==> src/utb_pkg.sv <==
// constants for the serial transmitter block with break and queued idle
// assumes a 32-bit axi4-lite register bus and one 20 MHz clock
package utb_pkg;
  localparam int unsigned CLK_HZ = 20_000_000;
  localparam logic [4:0] ADR_BAUD = 5'h00;
  localparam logic [4:0] ADR_CTRL = 5'h04;
  localparam logic [4:0] ADR_STAT = 5'h08;
  localparam logic [4:0] ADR_DATA = 5'h0c;
  // baud_high layout
  localparam int BD_DIV_W = 13;
  localparam int BD_TWO_STOP = 13;
  localparam logic [12:0] BD_DIV_RST = 13'h0004;
  // control_two layout
  localparam int CT_TX_ON = 0;
  localparam int CT_RX_ON = 1;
  localparam int CT_QBRK = 2;
  localparam int CT_NINE = 3;
  localparam int CT_LBRK = 4;
  localparam int CT_FLIP = 5;
  localparam logic [5:0] CT_RST = 6'h00;
  // status_one layout
  localparam int ST_TX_BUFFER_FREE_FLAG = 0;
  localparam int ST_TC = 1;
  localparam int ST_RXF = 2;
  localparam int ST_FE = 3;
  localparam int ST_BUSY = 4;
  // frame shape
  localparam logic [3:0] OVS = 4'hf;
  localparam logic [3:0] OVS_MID = 4'h7;
  localparam logic [3:0] FRM_BASE = 4'ha;
  localparam logic [3:0] BRK_LONG_ADD = 4'h3;
  localparam logic [1:0] RESP_OK = 2'b00;
  localparam logic [1:0] RESP_ERR = 2'b10;
endpackage

==> src/utb_top.sv <==
// serial transmitter with break/idle queueing, a small receiver and an axi4-lite slave
// assumes the pin mux turns tx_oe_o into pin ownership and rxd_i is asynchronous
//
// Added by the designer: the register offsets and register access over AXI4-Lite.
`timescale 1ns/1ps
module utb_top import utb_pkg::*; (
  input wire logic clk_i,
  input wire logic rst_i,
  input wire logic [4:0] s_axi_awaddr,
  input wire logic s_axi_awvalid,
  output logic s_axi_awready,
  input wire logic [31:0] s_axi_wdata,
  input wire logic [3:0] s_axi_wstrb,
  input wire logic s_axi_wvalid,
  output logic s_axi_wready,
  output logic [1:0] s_axi_bresp,
  output logic s_axi_bvalid,
  input wire logic s_axi_bready,
  input wire logic [4:0] s_axi_araddr,
  input wire logic s_axi_arvalid,
  output logic s_axi_arready,
  output logic [31:0] s_axi_rdata,
  output logic [1:0] s_axi_rresp,
  output logic s_axi_rvalid,
  input wire logic s_axi_rready,
  input wire logic rxd_i,
  output logic txd_o,
  output logic tx_oe_o
);
  typedef enum logic [1:0] {UTB_K_DATA, UTB_K_IDLE, UTB_K_BRK} utb_kind_t;
  typedef enum logic {UTB_RX_WAIT, UTB_RX_RUN} utb_rx_t;

  logic [BD_DIV_W-1:0] div_q, dcnt_q;
  logic two_stop_sel_q;
  logic [5:0] ctl_q;
  logic tick_q;
  logic tx_buffer_free_flag_q, tc_q, rxf_q, framing_err_flag_q, armed_q;
  logic [8:0] txbuf_q, rxbuf_q, rsh_q;
  logic [4:0] awa_q;
  logic aw_q, w_q;
  logic [31:0] wd_q;
  logic [3:0] ws_q;
  logic busy_q, idle_pend_q, brk_pend_q;
  utb_kind_t kind_q, kind_d;
  logic [11:0] sh_q;
  logic [3:0] sub_q, left_q, rsub_q, rbit_q;
  utb_rx_t rst_q;
  logic rx_m_q, rx_s_q, rx_p_q;
  logic tx_on, qbrk, nine, flip;
  logic do_wr, st_rd, dat_wr, dat_rd, ctl_wr;
  logic bit_end, frame_end, can_load, want_data, load;
  logic [3:0] frm_len, brk_len;
  logic [31:0] merged;
  logic rx_fall;

  assign tx_on = ctl_q[CT_TX_ON];
  assign qbrk = ctl_q[CT_QBRK];
  assign nine = ctl_q[CT_NINE];
  assign flip = ctl_q[CT_FLIP];
  assign frm_len = FRM_BASE + {3'h0, nine} + {3'h0, two_stop_sel_q};
  assign brk_len = frm_len + (ctl_q[CT_LBRK] ? BRK_LONG_ADD : 4'h0);

  // ---- axi4-lite slave: address and data taken in either order ----
  assign do_wr = aw_q && w_q && !s_axi_bvalid;
  assign ctl_wr = do_wr && awa_q == ADR_CTRL;
  assign dat_wr = do_wr && awa_q == ADR_DATA;
  assign st_rd = s_axi_arvalid && s_axi_arready && s_axi_araddr == ADR_STAT;
  assign dat_rd = s_axi_arvalid && s_axi_arready && s_axi_araddr == ADR_DATA;

  function automatic logic [31:0] lane_merge(input logic [31:0] old, input logic [31:0] nw,
                                             input logic [3:0] st);
    logic [31:0] r;
    r = old;
    for (int i = 0; i < 4; i++) begin
      if (st[i]) r[8*i +: 8] = nw[8*i +: 8];
    end
    return r;
  endfunction

  always_comb begin
    unique case (awa_q)
      ADR_BAUD: merged = lane_merge({18'h0, two_stop_sel_q, div_q}, wd_q, ws_q);
      ADR_CTRL: merged = lane_merge({26'h0, ctl_q}, wd_q, ws_q);
      default: merged = lane_merge({23'h0, txbuf_q}, wd_q, ws_q);
    endcase
  end

  always_ff @(posedge clk_i or posedge rst_i) begin
    if (rst_i) begin
      aw_q <= 1'b0;
      w_q <= 1'b0;
      awa_q <= 5'h00;
      wd_q <= 32'h0;
      ws_q <= 4'h0;
      s_axi_awready <= 1'b0;
      s_axi_wready <= 1'b0;
      s_axi_bvalid <= 1'b0;
      s_axi_bresp <= RESP_OK;
    end else begin
      s_axi_awready <= !aw_q && !(s_axi_awvalid && s_axi_awready);
      s_axi_wready <= !w_q && !(s_axi_wvalid && s_axi_wready);
      if (s_axi_awvalid && s_axi_awready) begin
        aw_q <= 1'b1;
        awa_q <= s_axi_awaddr;
      end
      if (s_axi_wvalid && s_axi_wready) begin
        w_q <= 1'b1;
        wd_q <= s_axi_wdata;
        ws_q <= s_axi_wstrb;
      end
      if (do_wr) begin
        s_axi_bvalid <= 1'b1;
        // only the three writable words answer okay; status and holes refuse the write
        s_axi_bresp <= (awa_q == ADR_BAUD || awa_q == ADR_CTRL || awa_q == ADR_DATA) ?
          RESP_OK : RESP_ERR;
      end else if (s_axi_bvalid && s_axi_bready) begin
        s_axi_bvalid <= 1'b0;
        aw_q <= 1'b0;
        w_q <= 1'b0;
      end
    end
  end

  always_ff @(posedge clk_i or posedge rst_i) begin
    if (rst_i) begin
      s_axi_arready <= 1'b0;
      s_axi_rvalid <= 1'b0;
      s_axi_rdata <= 32'h0;
      s_axi_rresp <= RESP_OK;
    end else begin
      s_axi_arready <= !s_axi_rvalid && !(s_axi_arvalid && s_axi_arready);
      if (s_axi_arvalid && s_axi_arready) begin
        s_axi_rvalid <= 1'b1;
        s_axi_rresp <= RESP_OK;
        unique case (s_axi_araddr)
          ADR_BAUD: s_axi_rdata <= {18'h0, two_stop_sel_q, div_q};
          ADR_CTRL: s_axi_rdata <= {26'h0, ctl_q};
          ADR_STAT: s_axi_rdata <= {27'h0, busy_q, framing_err_flag_q, rxf_q, tc_q,
                                     tx_buffer_free_flag_q};
          ADR_DATA: s_axi_rdata <= {23'h0, rxbuf_q};
          default: begin
            s_axi_rdata <= 32'h0;
            s_axi_rresp <= RESP_ERR;
          end
        endcase
      end else if (s_axi_rvalid && s_axi_rready) begin
        s_axi_rvalid <= 1'b0;
      end
    end
  end

  // ---- configuration registers ----
  always_ff @(posedge clk_i or posedge rst_i) begin
    if (rst_i) begin
      div_q <= BD_DIV_RST;
      two_stop_sel_q <= 1'b0;
      ctl_q <= CT_RST;
      txbuf_q <= 9'h000;
    end else if (do_wr) begin
      if (awa_q == ADR_BAUD) begin
        div_q <= merged[BD_DIV_W-1:0];
        two_stop_sel_q <= merged[BD_TWO_STOP];
      end
      if (ctl_wr) ctl_q <= merged[5:0];
      if (dat_wr) txbuf_q <= merged[8:0];
    end
  end

  // ---- baud generator: modulo divider of the bus clock ----
  always_ff @(posedge clk_i or posedge rst_i) begin
    if (rst_i) begin
      dcnt_q <= '0;
      tick_q <= 1'b0;
    end else if (div_q == '0) begin
      dcnt_q <= '0;
      tick_q <= 1'b0;
    end else begin
      tick_q <= dcnt_q >= div_q - 13'h0001;
      dcnt_q <= (dcnt_q >= div_q - 13'h0001) ? '0 : dcnt_q + 13'h0001;
    end
  end

  // ---- status flags; the status read arms the clearing access ----
  always_ff @(posedge clk_i or posedge rst_i) begin
    if (rst_i) begin
      armed_q <= 1'b0;
      tx_buffer_free_flag_q <= 1'b1;
      tc_q <= 1'b1;
    end else begin
      if (st_rd) armed_q <= 1'b1;
      else if (dat_wr || dat_rd) armed_q <= 1'b0;
      if (dat_wr && armed_q) begin
        tx_buffer_free_flag_q <= 1'b0;
        tc_q <= 1'b0;
      end
      if (load && kind_d == UTB_K_DATA) tx_buffer_free_flag_q <= 1'b1;
      if (load) tc_q <= 1'b0;
      if (frame_end && !load) tc_q <= 1'b1;
    end
  end

  // ---- transmitter: one shifter fed by idle, break or buffered data ----
  assign bit_end = tick_q && sub_q == OVS;
  assign frame_end = busy_q && bit_end && left_q == 4'h1;
  assign can_load = (!busy_q && tick_q) || frame_end;
  assign want_data = tx_on && !tx_buffer_free_flag_q;
  assign load = can_load && (idle_pend_q || brk_pend_q || want_data);

  always_comb begin
    if (idle_pend_q) kind_d = UTB_K_IDLE;
    else if (brk_pend_q) kind_d = UTB_K_BRK;
    else kind_d = UTB_K_DATA;
  end

  // queued idle and break survive enable going low
  always_ff @(posedge clk_i or posedge rst_i) begin
    if (rst_i) begin
      idle_pend_q <= 1'b0;
      brk_pend_q <= 1'b0;
    end else begin
      if (load && kind_d == UTB_K_IDLE) idle_pend_q <= 1'b0;
      if (load && kind_d == UTB_K_BRK) brk_pend_q <= qbrk;
      if (ctl_wr && merged[CT_TX_ON] && !tx_on) idle_pend_q <= 1'b1;
      if (ctl_wr && merged[CT_QBRK] && !qbrk) brk_pend_q <= 1'b1;
    end
  end

  always_ff @(posedge clk_i or posedge rst_i) begin
    if (rst_i) begin
      busy_q <= 1'b0;
      kind_q <= UTB_K_IDLE;
      sh_q <= 12'hfff;
      sub_q <= 4'h0;
      left_q <= 4'h0;
    end else if (load) begin
      busy_q <= 1'b1;
      kind_q <= kind_d;
      sub_q <= 4'h0;
      left_q <= (kind_d == UTB_K_BRK) ? brk_len : frm_len;
      sh_q <= 12'hfff;
      if (kind_d == UTB_K_DATA) begin
        sh_q[0] <= 1'b0;
        sh_q[8:1] <= txbuf_q[7:0];
        if (nine) sh_q[9] <= txbuf_q[8];
      end
    end else if (busy_q && tick_q) begin
      sub_q <= sub_q + 4'h1;
      if (sub_q == OVS) begin
        sh_q <= {1'b1, sh_q[11:1]};
        left_q <= left_q - 4'h1;
        if (left_q == 4'h1) busy_q <= 1'b0;
      end
    end
  end

  // pin stays owned while enabled, shifting or with frames queued
  always_ff @(posedge clk_i or posedge rst_i) begin
    if (rst_i) begin
      txd_o <= 1'b1;
      tx_oe_o <= 1'b0;
    end else begin
      tx_oe_o <= tx_on || busy_q || idle_pend_q || brk_pend_q;
      if (busy_q && kind_q == UTB_K_BRK) txd_o <= flip;
      else if (busy_q) txd_o <= sh_q[0] ^ flip;
      else txd_o <= !flip;
    end
  end

  // ---- receiver: 16x sampling, realigned on each falling edge ----
  always_ff @(posedge clk_i or posedge rst_i) begin
    if (rst_i) begin
      rx_m_q <= 1'b1;
      rx_s_q <= 1'b1;
      rx_p_q <= 1'b1;
    end else begin
      rx_m_q <= rxd_i;
      rx_s_q <= rx_m_q;
      rx_p_q <= rx_s_q;
    end
  end
  assign rx_fall = rx_p_q && !rx_s_q;

  always_ff @(posedge clk_i or posedge rst_i) begin
    if (rst_i) begin
      rst_q <= UTB_RX_WAIT;
      rsub_q <= 4'h0;
      rbit_q <= 4'h0;
      rsh_q <= 9'h000;
      rxbuf_q <= 9'h000;
      rxf_q <= 1'b0;
      framing_err_flag_q <= 1'b0;
    end else begin
      if (dat_rd && armed_q) begin
        rxf_q <= 1'b0;
        framing_err_flag_q <= 1'b0;
      end
      unique case (rst_q)
        UTB_RX_WAIT: begin
          if (rx_fall && ctl_q[CT_RX_ON]) begin
            rst_q <= UTB_RX_RUN;
            rsub_q <= 4'h0;
            rbit_q <= 4'h0;
          end
        end
        UTB_RX_RUN: begin
          if (rx_fall) begin
            rsub_q <= 4'h0;
            if (rsub_q > OVS_MID) rbit_q <= rbit_q + 4'h1;
          end else if (tick_q) begin
            rsub_q <= rsub_q + 4'h1;
            if (rsub_q == OVS) rbit_q <= rbit_q + 4'h1;
            if (rsub_q == OVS_MID) begin
              if (rbit_q == 4'h0 && rx_s_q) rst_q <= UTB_RX_WAIT;
              else if (rbit_q == {3'h0, nine} + 4'h9) begin
                rst_q <= UTB_RX_WAIT;
                if (!rxf_q && !framing_err_flag_q) begin
                  rxbuf_q <= nine ? rsh_q : {1'b0, rsh_q[8:1]};
                  rxf_q <= 1'b1;
                end
                if (!rx_s_q) framing_err_flag_q <= 1'b1;
              end else if (rbit_q != 4'h0) rsh_q <= {rx_s_q, rsh_q[8:1]};
            end
          end
        end
      endcase
    end
  end
endmodule

==> config.mk <==
export PLATFORM = sky130hd
export DESIGN_NAME = utb_top
export DESIGN_NICKNAME = d
export VERILOG_FILES = /design/src/utb_pkg.sv /design/src/utb_top.sv
export SDC_FILE = /design/constraint.sdc
export NUM_CORES = 1
export LEC_CHECK = 0
export ABC_AREA = 1
export BUFFER_PORTS_ARGS = -buffer_cell sky130_fd_sc_hd__buf_2
export CAP_MARGIN = 20
export CORE_MARGIN = 2
export CORE_UTILIZATION = 53
export DETAILED_ROUTE_END_ITERATION = 10
export PLACE_DENSITY = 0.82
export RECOVER_POWER = 50
export SYNTH_ARGS = -nofsm -noshare
export SYNTH_HDL_FRONTEND = slang
export SYNTH_SLANG_ARGS = --single-unit
==> constraint.sdc <==
create_clock -name clk_i -period 5.6 [get_ports clk_i]
set_input_delay 1.68 -clock clk_i [delete_from_list [all_inputs] [get_ports clk_i]]
set_output_delay 1.68 -clock clk_i [all_outputs]
set_load 0.03 [all_outputs]
=== Word-level counts from Yosys, hierarchy flattened ===
Index checks and enable logic that the tools add are counted.

* Input port bits: 54
* Flip-flop bits (word level): 171

* Equality and inequality tests: 18
* Mux-type cells: 86
* $add $sub $neg: 10
* Bitwise gates (word level): 5
* Magnitude comparators: 2
* Reductions and logical operators: 88

{| class="wikitable"
|+ Operators by type and width
! kind !! count
|-
| 14-bit one-hot mux with 4 select lines || 1
|-
| 4-bit two-way mux || 13
|-
| 1-bit two-way mux || 50
|-
| 1-bit logical AND || 36
|-
| 12-bit two-way mux || 3
|-
| 14-bit one-hot mux with 2 select lines || 1
|-
| 13-bit two-way mux || 2
|-
| 8-bit two-way mux || 3
|-
| 6-bit two-way mux || 3
|-
| 2-bit nonzero test || 9
|-
| 1-bit logical NOT || 16
|-
| 4-bit one-hot mux with 2 select lines || 2
|-
| 5-bit by 4-bit == test with 1-bit output (second input constant) || 3
|-
| 7-bit AND reduction || 2
|-
| 13-bit by 1-bit adder with 13-bit output (second input constant) || 1
|-
| 13-bit >= comparator || 1
|-
| 13-bit logical NOT || 1
|-
| 13-bit by 1-bit subtractor with 13-bit output (second input constant) || 1
|-
| 4-bit by 1-bit adder with 4-bit output (second input constant) || 3
|-
| 5-bit by 3-bit == test with 1-bit output (second input constant) || 2
|-
| 5-bit logical NOT || 2
|-
| 10-bit two-way mux || 1
|-
| 2-bit two-way mux || 5
|-
| 2-bit AND reduction || 5
|-
| other kinds (27) || 43
|}

=== Logic depth before layout (Yosys ltp) ===
* Depth after elaboration: 11
* Mapped depth: 17
* Mapped depth without buffers: 16

=== Worst setup path before layout ===
No wires, ideal clock.

* Path type: input to register
* From: in s_axi_araddr[2]
* To: reg s_axi_rdata[0]
* Data required time: 5.477 ns
* Buffers on the path: 2
* Setup slack: 2.968 ns
* Cell stages on the path: 7
* Arrival: 2.509 ns
* Path through: buf_2 inv_1 nand3_1 buf_2 o21ai_0 o21ai_0 nand2_1

* Longest elaborated chain between the ends: 2
* Elaborated cells between the ends (all ways): 5
* Those cells by class: 3 x eq/ne; 1 x mux; 1 x reduce/logical

{| class="wikitable"
|+ Ends and longest elaborated chain
! item !! line !! source
|-
| from (decl) || utb_top.sv:19 || <nowiki>input wire logic [4:0] s_axi_araddr,</nowiki>
|-
| 5-bit by 4-bit == test with 1-bit output, or another cell as far along || utb_top.sv:135 || <nowiki>unique case (s_axi_araddr)</nowiki>
|-
| 14-bit one-hot mux with 4 select lines (*) || utb_top.sv:135 ||
|-
| to (signal assigned) || utb_top.sv:136 || <nowiki>ADR_BAUD: s_axi_rdata <= {18'h0, two_stop_sel_q, div_q};</nowiki>
|-
| to (signal assigned) || utb_top.sv:137 || <nowiki>ADR_CTRL: s_axi_rdata <= {26'h0, ctl_q};</nowiki>
|-
| to (signal assigned) || utb_top.sv:138 || <nowiki>ADR_STAT: s_axi_rdata <= {27'h0, busy_q, framing_err_flag_q, rxf_q, tc_q,</nowiki>
|-
| to (decl) || utb_top.sv:22 || <nowiki>output logic [31:0] s_axi_rdata,</nowiki>
|}

Mark *: on every way between the ends. The rest lies on a longest branch, timed or not.
A chain may end at the register's enable or synchronous reset.

=== Worst setup path in the final report ===
* From: reg div_q[0]
* To: reg tick_q

* Longest elaborated chain between the ends: 3
* Elaborated cells between the ends (all ways): 4
* Those cells by class: 1 x add/sub; 1 x order compare; 1 x mux; 1 x reduce/logical

{| class="wikitable"
|+ Ends and longest elaborated chain
! item !! line !! source
|-
| from (decl) || utb_top.sv:33 || <nowiki>logic [BD_DIV_W-1:0] div_q, dcnt_q;</nowiki>
|-
| from (signal assigned) || utb_top.sv:161 || <nowiki>div_q <= merged[BD_DIV_W-1:0];</nowiki>
|-
| 13-bit by 1-bit subtractor with 13-bit output || utb_top.sv:178 || <nowiki>tick_q <= dcnt_q >= div_q - 13'h0001;</nowiki>
|-
| 13-bit >= comparator || utb_top.sv:178 ||
|-
| 1-bit two-way mux (*) || utb_top.sv:174 || <nowiki>end else if (div_q == '0) begin</nowiki>
|-
| to (signal assigned) || utb_top.sv:178 ||
|-
| to (decl) || utb_top.sv:36 || <nowiki>logic tick_q;</nowiki>
|}

Marks and branches as above.

==> metrics.txt <==
final hold violation count=0; final worst-path cycle share=61.1%; detailed-route wire length per cell=14.2 um; Port Buffers=56; Worst Slack Setup Final=2180 ps; latest clock arrival within the worst-skew pair=430 ps; critical path peak fanout=15; DR pass1 iterations=8; type of the most critical hold path=flip-flop to flip-flop; remaining global-route overflow=0; leakage=4.42 nW; synthesized instance count=between 900 and 1000; pre-CTS WS=just under 2000 ps; Worst Setup End Kind=flip-flop; Mean Syn Cell Area=7.94 um2; status=finished, final reports clean; post-cts sizing count=0; detailed-route DRC error count=0; Netlist cell types=38; max_cap viols=0; post-synthesis async set-or-reset flop share=between 90% and 100%; actual slew at the worst max-slew pin=just under 1000 ps; Initial Utilization=between 50% and 60%; H-tree Lvls=4; multi-input logic area=between 0.003 and 0.004 mm2; final setup vio count=0; Setup Skew=6.65 ps; peak supply drop=0.271 mV; NumNets Final=1122; Area Growth Syn to Fin=11.9%; EDFF count, synth=0; critical path startpoint category=flip-flop; Diodes inserted=0; Comb power frac=34.2%; Crit path top cell by count=nand2_1; fin crit period=3420 ps; placed cell count=1206; switching power=1.62 mW; die area=approximately 0.016 mm2; CP peak stage delay=540 ps; Die H=126 um; synthesis-stage register bit count=approximately 150; placed cell areas=approximately 0.0082 mm2; DRT antenna net count=0; initial antenna violation count=0; CP Class=flip-flop to flip-flop; Sink Count=147; share of layout cells above drive strength 1=12.4%; register area=0.00370 mm2; P_int=2.57 mW; register area share after synthesis=a little under half; DR iter-0 viols=between 600 and 700; GR Layer Usage met2=36.6%; Tot Pwr=4.20 mW; Critical Path, Cell by Cell=inv_1 > ha_1 > nand2_1 > nor2_1 > nand3_1 > inv_1 > nor2_1 > ha_1 > nand2_1 > inv_1 > nand2_1 > nand2_1 > a21oi_1 > nand3_1 > nand2_1 > inv_1; final WL=~18 mm; sequential share of power=35.9%; dpl hpwl=12.4 mm; GR Layer Usage met1=between 30% and 40%; core box area=0.0145 mm2; Slew HR=35.5%; Num CTS Buffers=17; Global Route Usage Sum=23.1%; Fillers=approximately 1200; grt peak-use layer=met2; finished layout cell area=0.00879 mm2; Post-Syn Area=0.00785 mm2; worst path arrival time=roughly 3700 ps; clock group share of total power=between 20% and 30%; vias=6596; Clock Tree Root=clkbuf_16; FMAX=292 MHz; Yosys warnings=0; Crit path max-delay family=simple AND/OR/NAND/NOR gates; PwrDens=about 480 mW/mm2; die width=126 um; CP bufs+invs=4; setup TNS=0 ps; R2R Setup Slk=2180 ps; routed vias/inst=roughly 5.3; Longest Clk Path Bufs=2; IO Count=97; clock-pin slew on the worst setup and hold paths=60 ps; GR Util met3=4.50%; hold buffer count at CTS=0; # rows=44; first-pass GRT wire length=29.7 mm; CP required=5920 ps; CTS tree=done; Switching Fraction=38.7%; postcts setup bufs=0; largest net degree at the start of global routing=148; Top FF cell, synth=dfrtp_1; RePlAce Congestion=0.907; Crit-path slowest cell=nand3_1; non-filler cells, final=roughly 1200; Max Transition Viols Final=0; vias in the first global route=approximately 6300; RSZ-0062 raised after global routing=no
synthesized netlist by cell type, drive strengths merged (2+ instances only):
| cell type | number | share of area (%) |
|---|---|---|
| buf | 32 | 2.9 |
| o31ai | 6 | 0.57 |
| clkinv | 3 | 0.14 |
| nor3 | 5 | 0.32 |
| mux2i | 8 | 1.0 |
| ha | 25 | 4.0 |
| dfrtp | 129 | 41 |
| clkbuf | 11 | 0.53 |
| nor2 | 79 | 4.3 |
| o21ai | 105 | 7.2 |
| xor2 | 18 | 2.0 |
| a21oi | 19 | 1.2 |
| nand4 | 27 | 2.2 |
| dfstp | 18 | 6.0 |
| nand3 | 66 | 4.4 |
| nand3b | 2 | 0.19 |
| or2 | 4 | 0.32 |
| inv | 104 | 5.0 |
| xnor2 | 2 | 0.22 |
| nand2 | 317 | 16 |
| o21bai | 2 | 0.19 |
routing by layer:
layer | routed length (um) | vias up | share of wire, %
li1 | - | 3260 | -
met1 | 7920 | 3069 | 45
met2 | 8050 | 237 | 46
met3 | 1190 | 30 | 6.8
met4 | 394 | 0 | 2.2
met5 | 0 | - | 0
per-stage QoR:
| stage | utilization (%) | hold WS (ps) |
|---|---|---|
| finish | 60.7 | 364 |
| floorplan | - | 345 |
| detailed placement | 56.6 | 351 |
| global route | 60.7 | 367 |
| global placement | 56.6 | 349 |
| CTS | 61.1 | 360 |
flip-flops by register name (all words and copies together), names as in the netlist, 2 cells and up:
register	flops
rxbuf_q	9
sub_q	4
kind_q	2
ws_q	2
sh_q	10
rsub_q	4
div_q	13
s_axi_rdata	14
txbuf_q	9
dcnt_q	13
ctl_q	6
rbit_q	4
left_q	4
rsh_q	9
awa_q	5
wd_q	14
cells by family (layout without fill, tap and decap cells):
logic type	Yosys count	count (layout)	share of synthesized area [%]
simple gates	502	502	27.3
buf+inv	150	197	8.54
flops	147	147	47.1
compound gates	135	135	9.48
fa+ha+maj	26	26	4.24
xor+xnor	20	20	2.23
mux	8	8	1.02
other cells	1	20	0.0477
power by group through the flow:
| stage | sequential, mW | clock (mW) | combinational, mW |
|---|---|---|---|
| 2_1_floorplan | 1.49 | 0 | 1.07 |
| 3_3_place_gp | 1.51 | 0 | 1.35 |
| 3_5_place_dp | 1.52 | 0 | 1.41 |
| 4_1_cts | 1.50 | 1.27 | 1.44 |
| 5_1_grt | 1.53 | 1.32 | 1.61 |
| 6_report | 1.51 | 1.25 | 1.44 |
worst register-to-register path, delay by kind of cell, from the launching register on:
kind,cells,cell delay (ps)
buffers and inverters,4,450
AO/OA/AOI/OAI,1,110
AND/OR/NAND/NOR,9,1790
flip-flops,1,390
adder cells (fa/ha/maj),2,580
layout make-up:
class / instances / share of cell area, %
Sequential cell: 147 / 42.1
Multi-Input combinational cell: 711 / 39.8
Clock buffer: 22 / 5.39
Inverter: 107 / 4.58
Timing Repair Buffer: 58 / 3.49
Tap cell: 184 / 2.62
Clock inverter: 10 / 2.02
layout by cell type (no fill, tap or decap), types with 16 or more instances in the layout:
cell / netlist / final
nand2_1: 309 / 312
dfrtp_1: 129 / 129
inv_1: 98 / 99
o21ai_0: 86 / 91
nor2_1: 71 / 74
nand3_1: 65 / 66
buf_2: 8 / 55
nand4_1: 27 / 27
ha_1: 25 / 25
conb_1: 1 / 20
a21oi_1: 19 / 19
xor2_1: 18 / 18
clkbuf_16: 0 / 17
dfstp_2: 18 / 16
final timing paths:
path                        endpoint     start  cells past startpoint
setup / recovery              tick_q  div_q[0]                     16
setup reg to reg              tick_q  div_q[0]                     16
hold / removal                rx_s_q    rx_m_q                      0
max in group asynchronous  dcnt_q[0]     rst_i                      3
hold reg to reg               rx_s_q    rx_m_q                      0
min in group asynchronous   awa_q[0]     rst_i                      3
No activity file was read; power rests on OpenSTA's default activity.
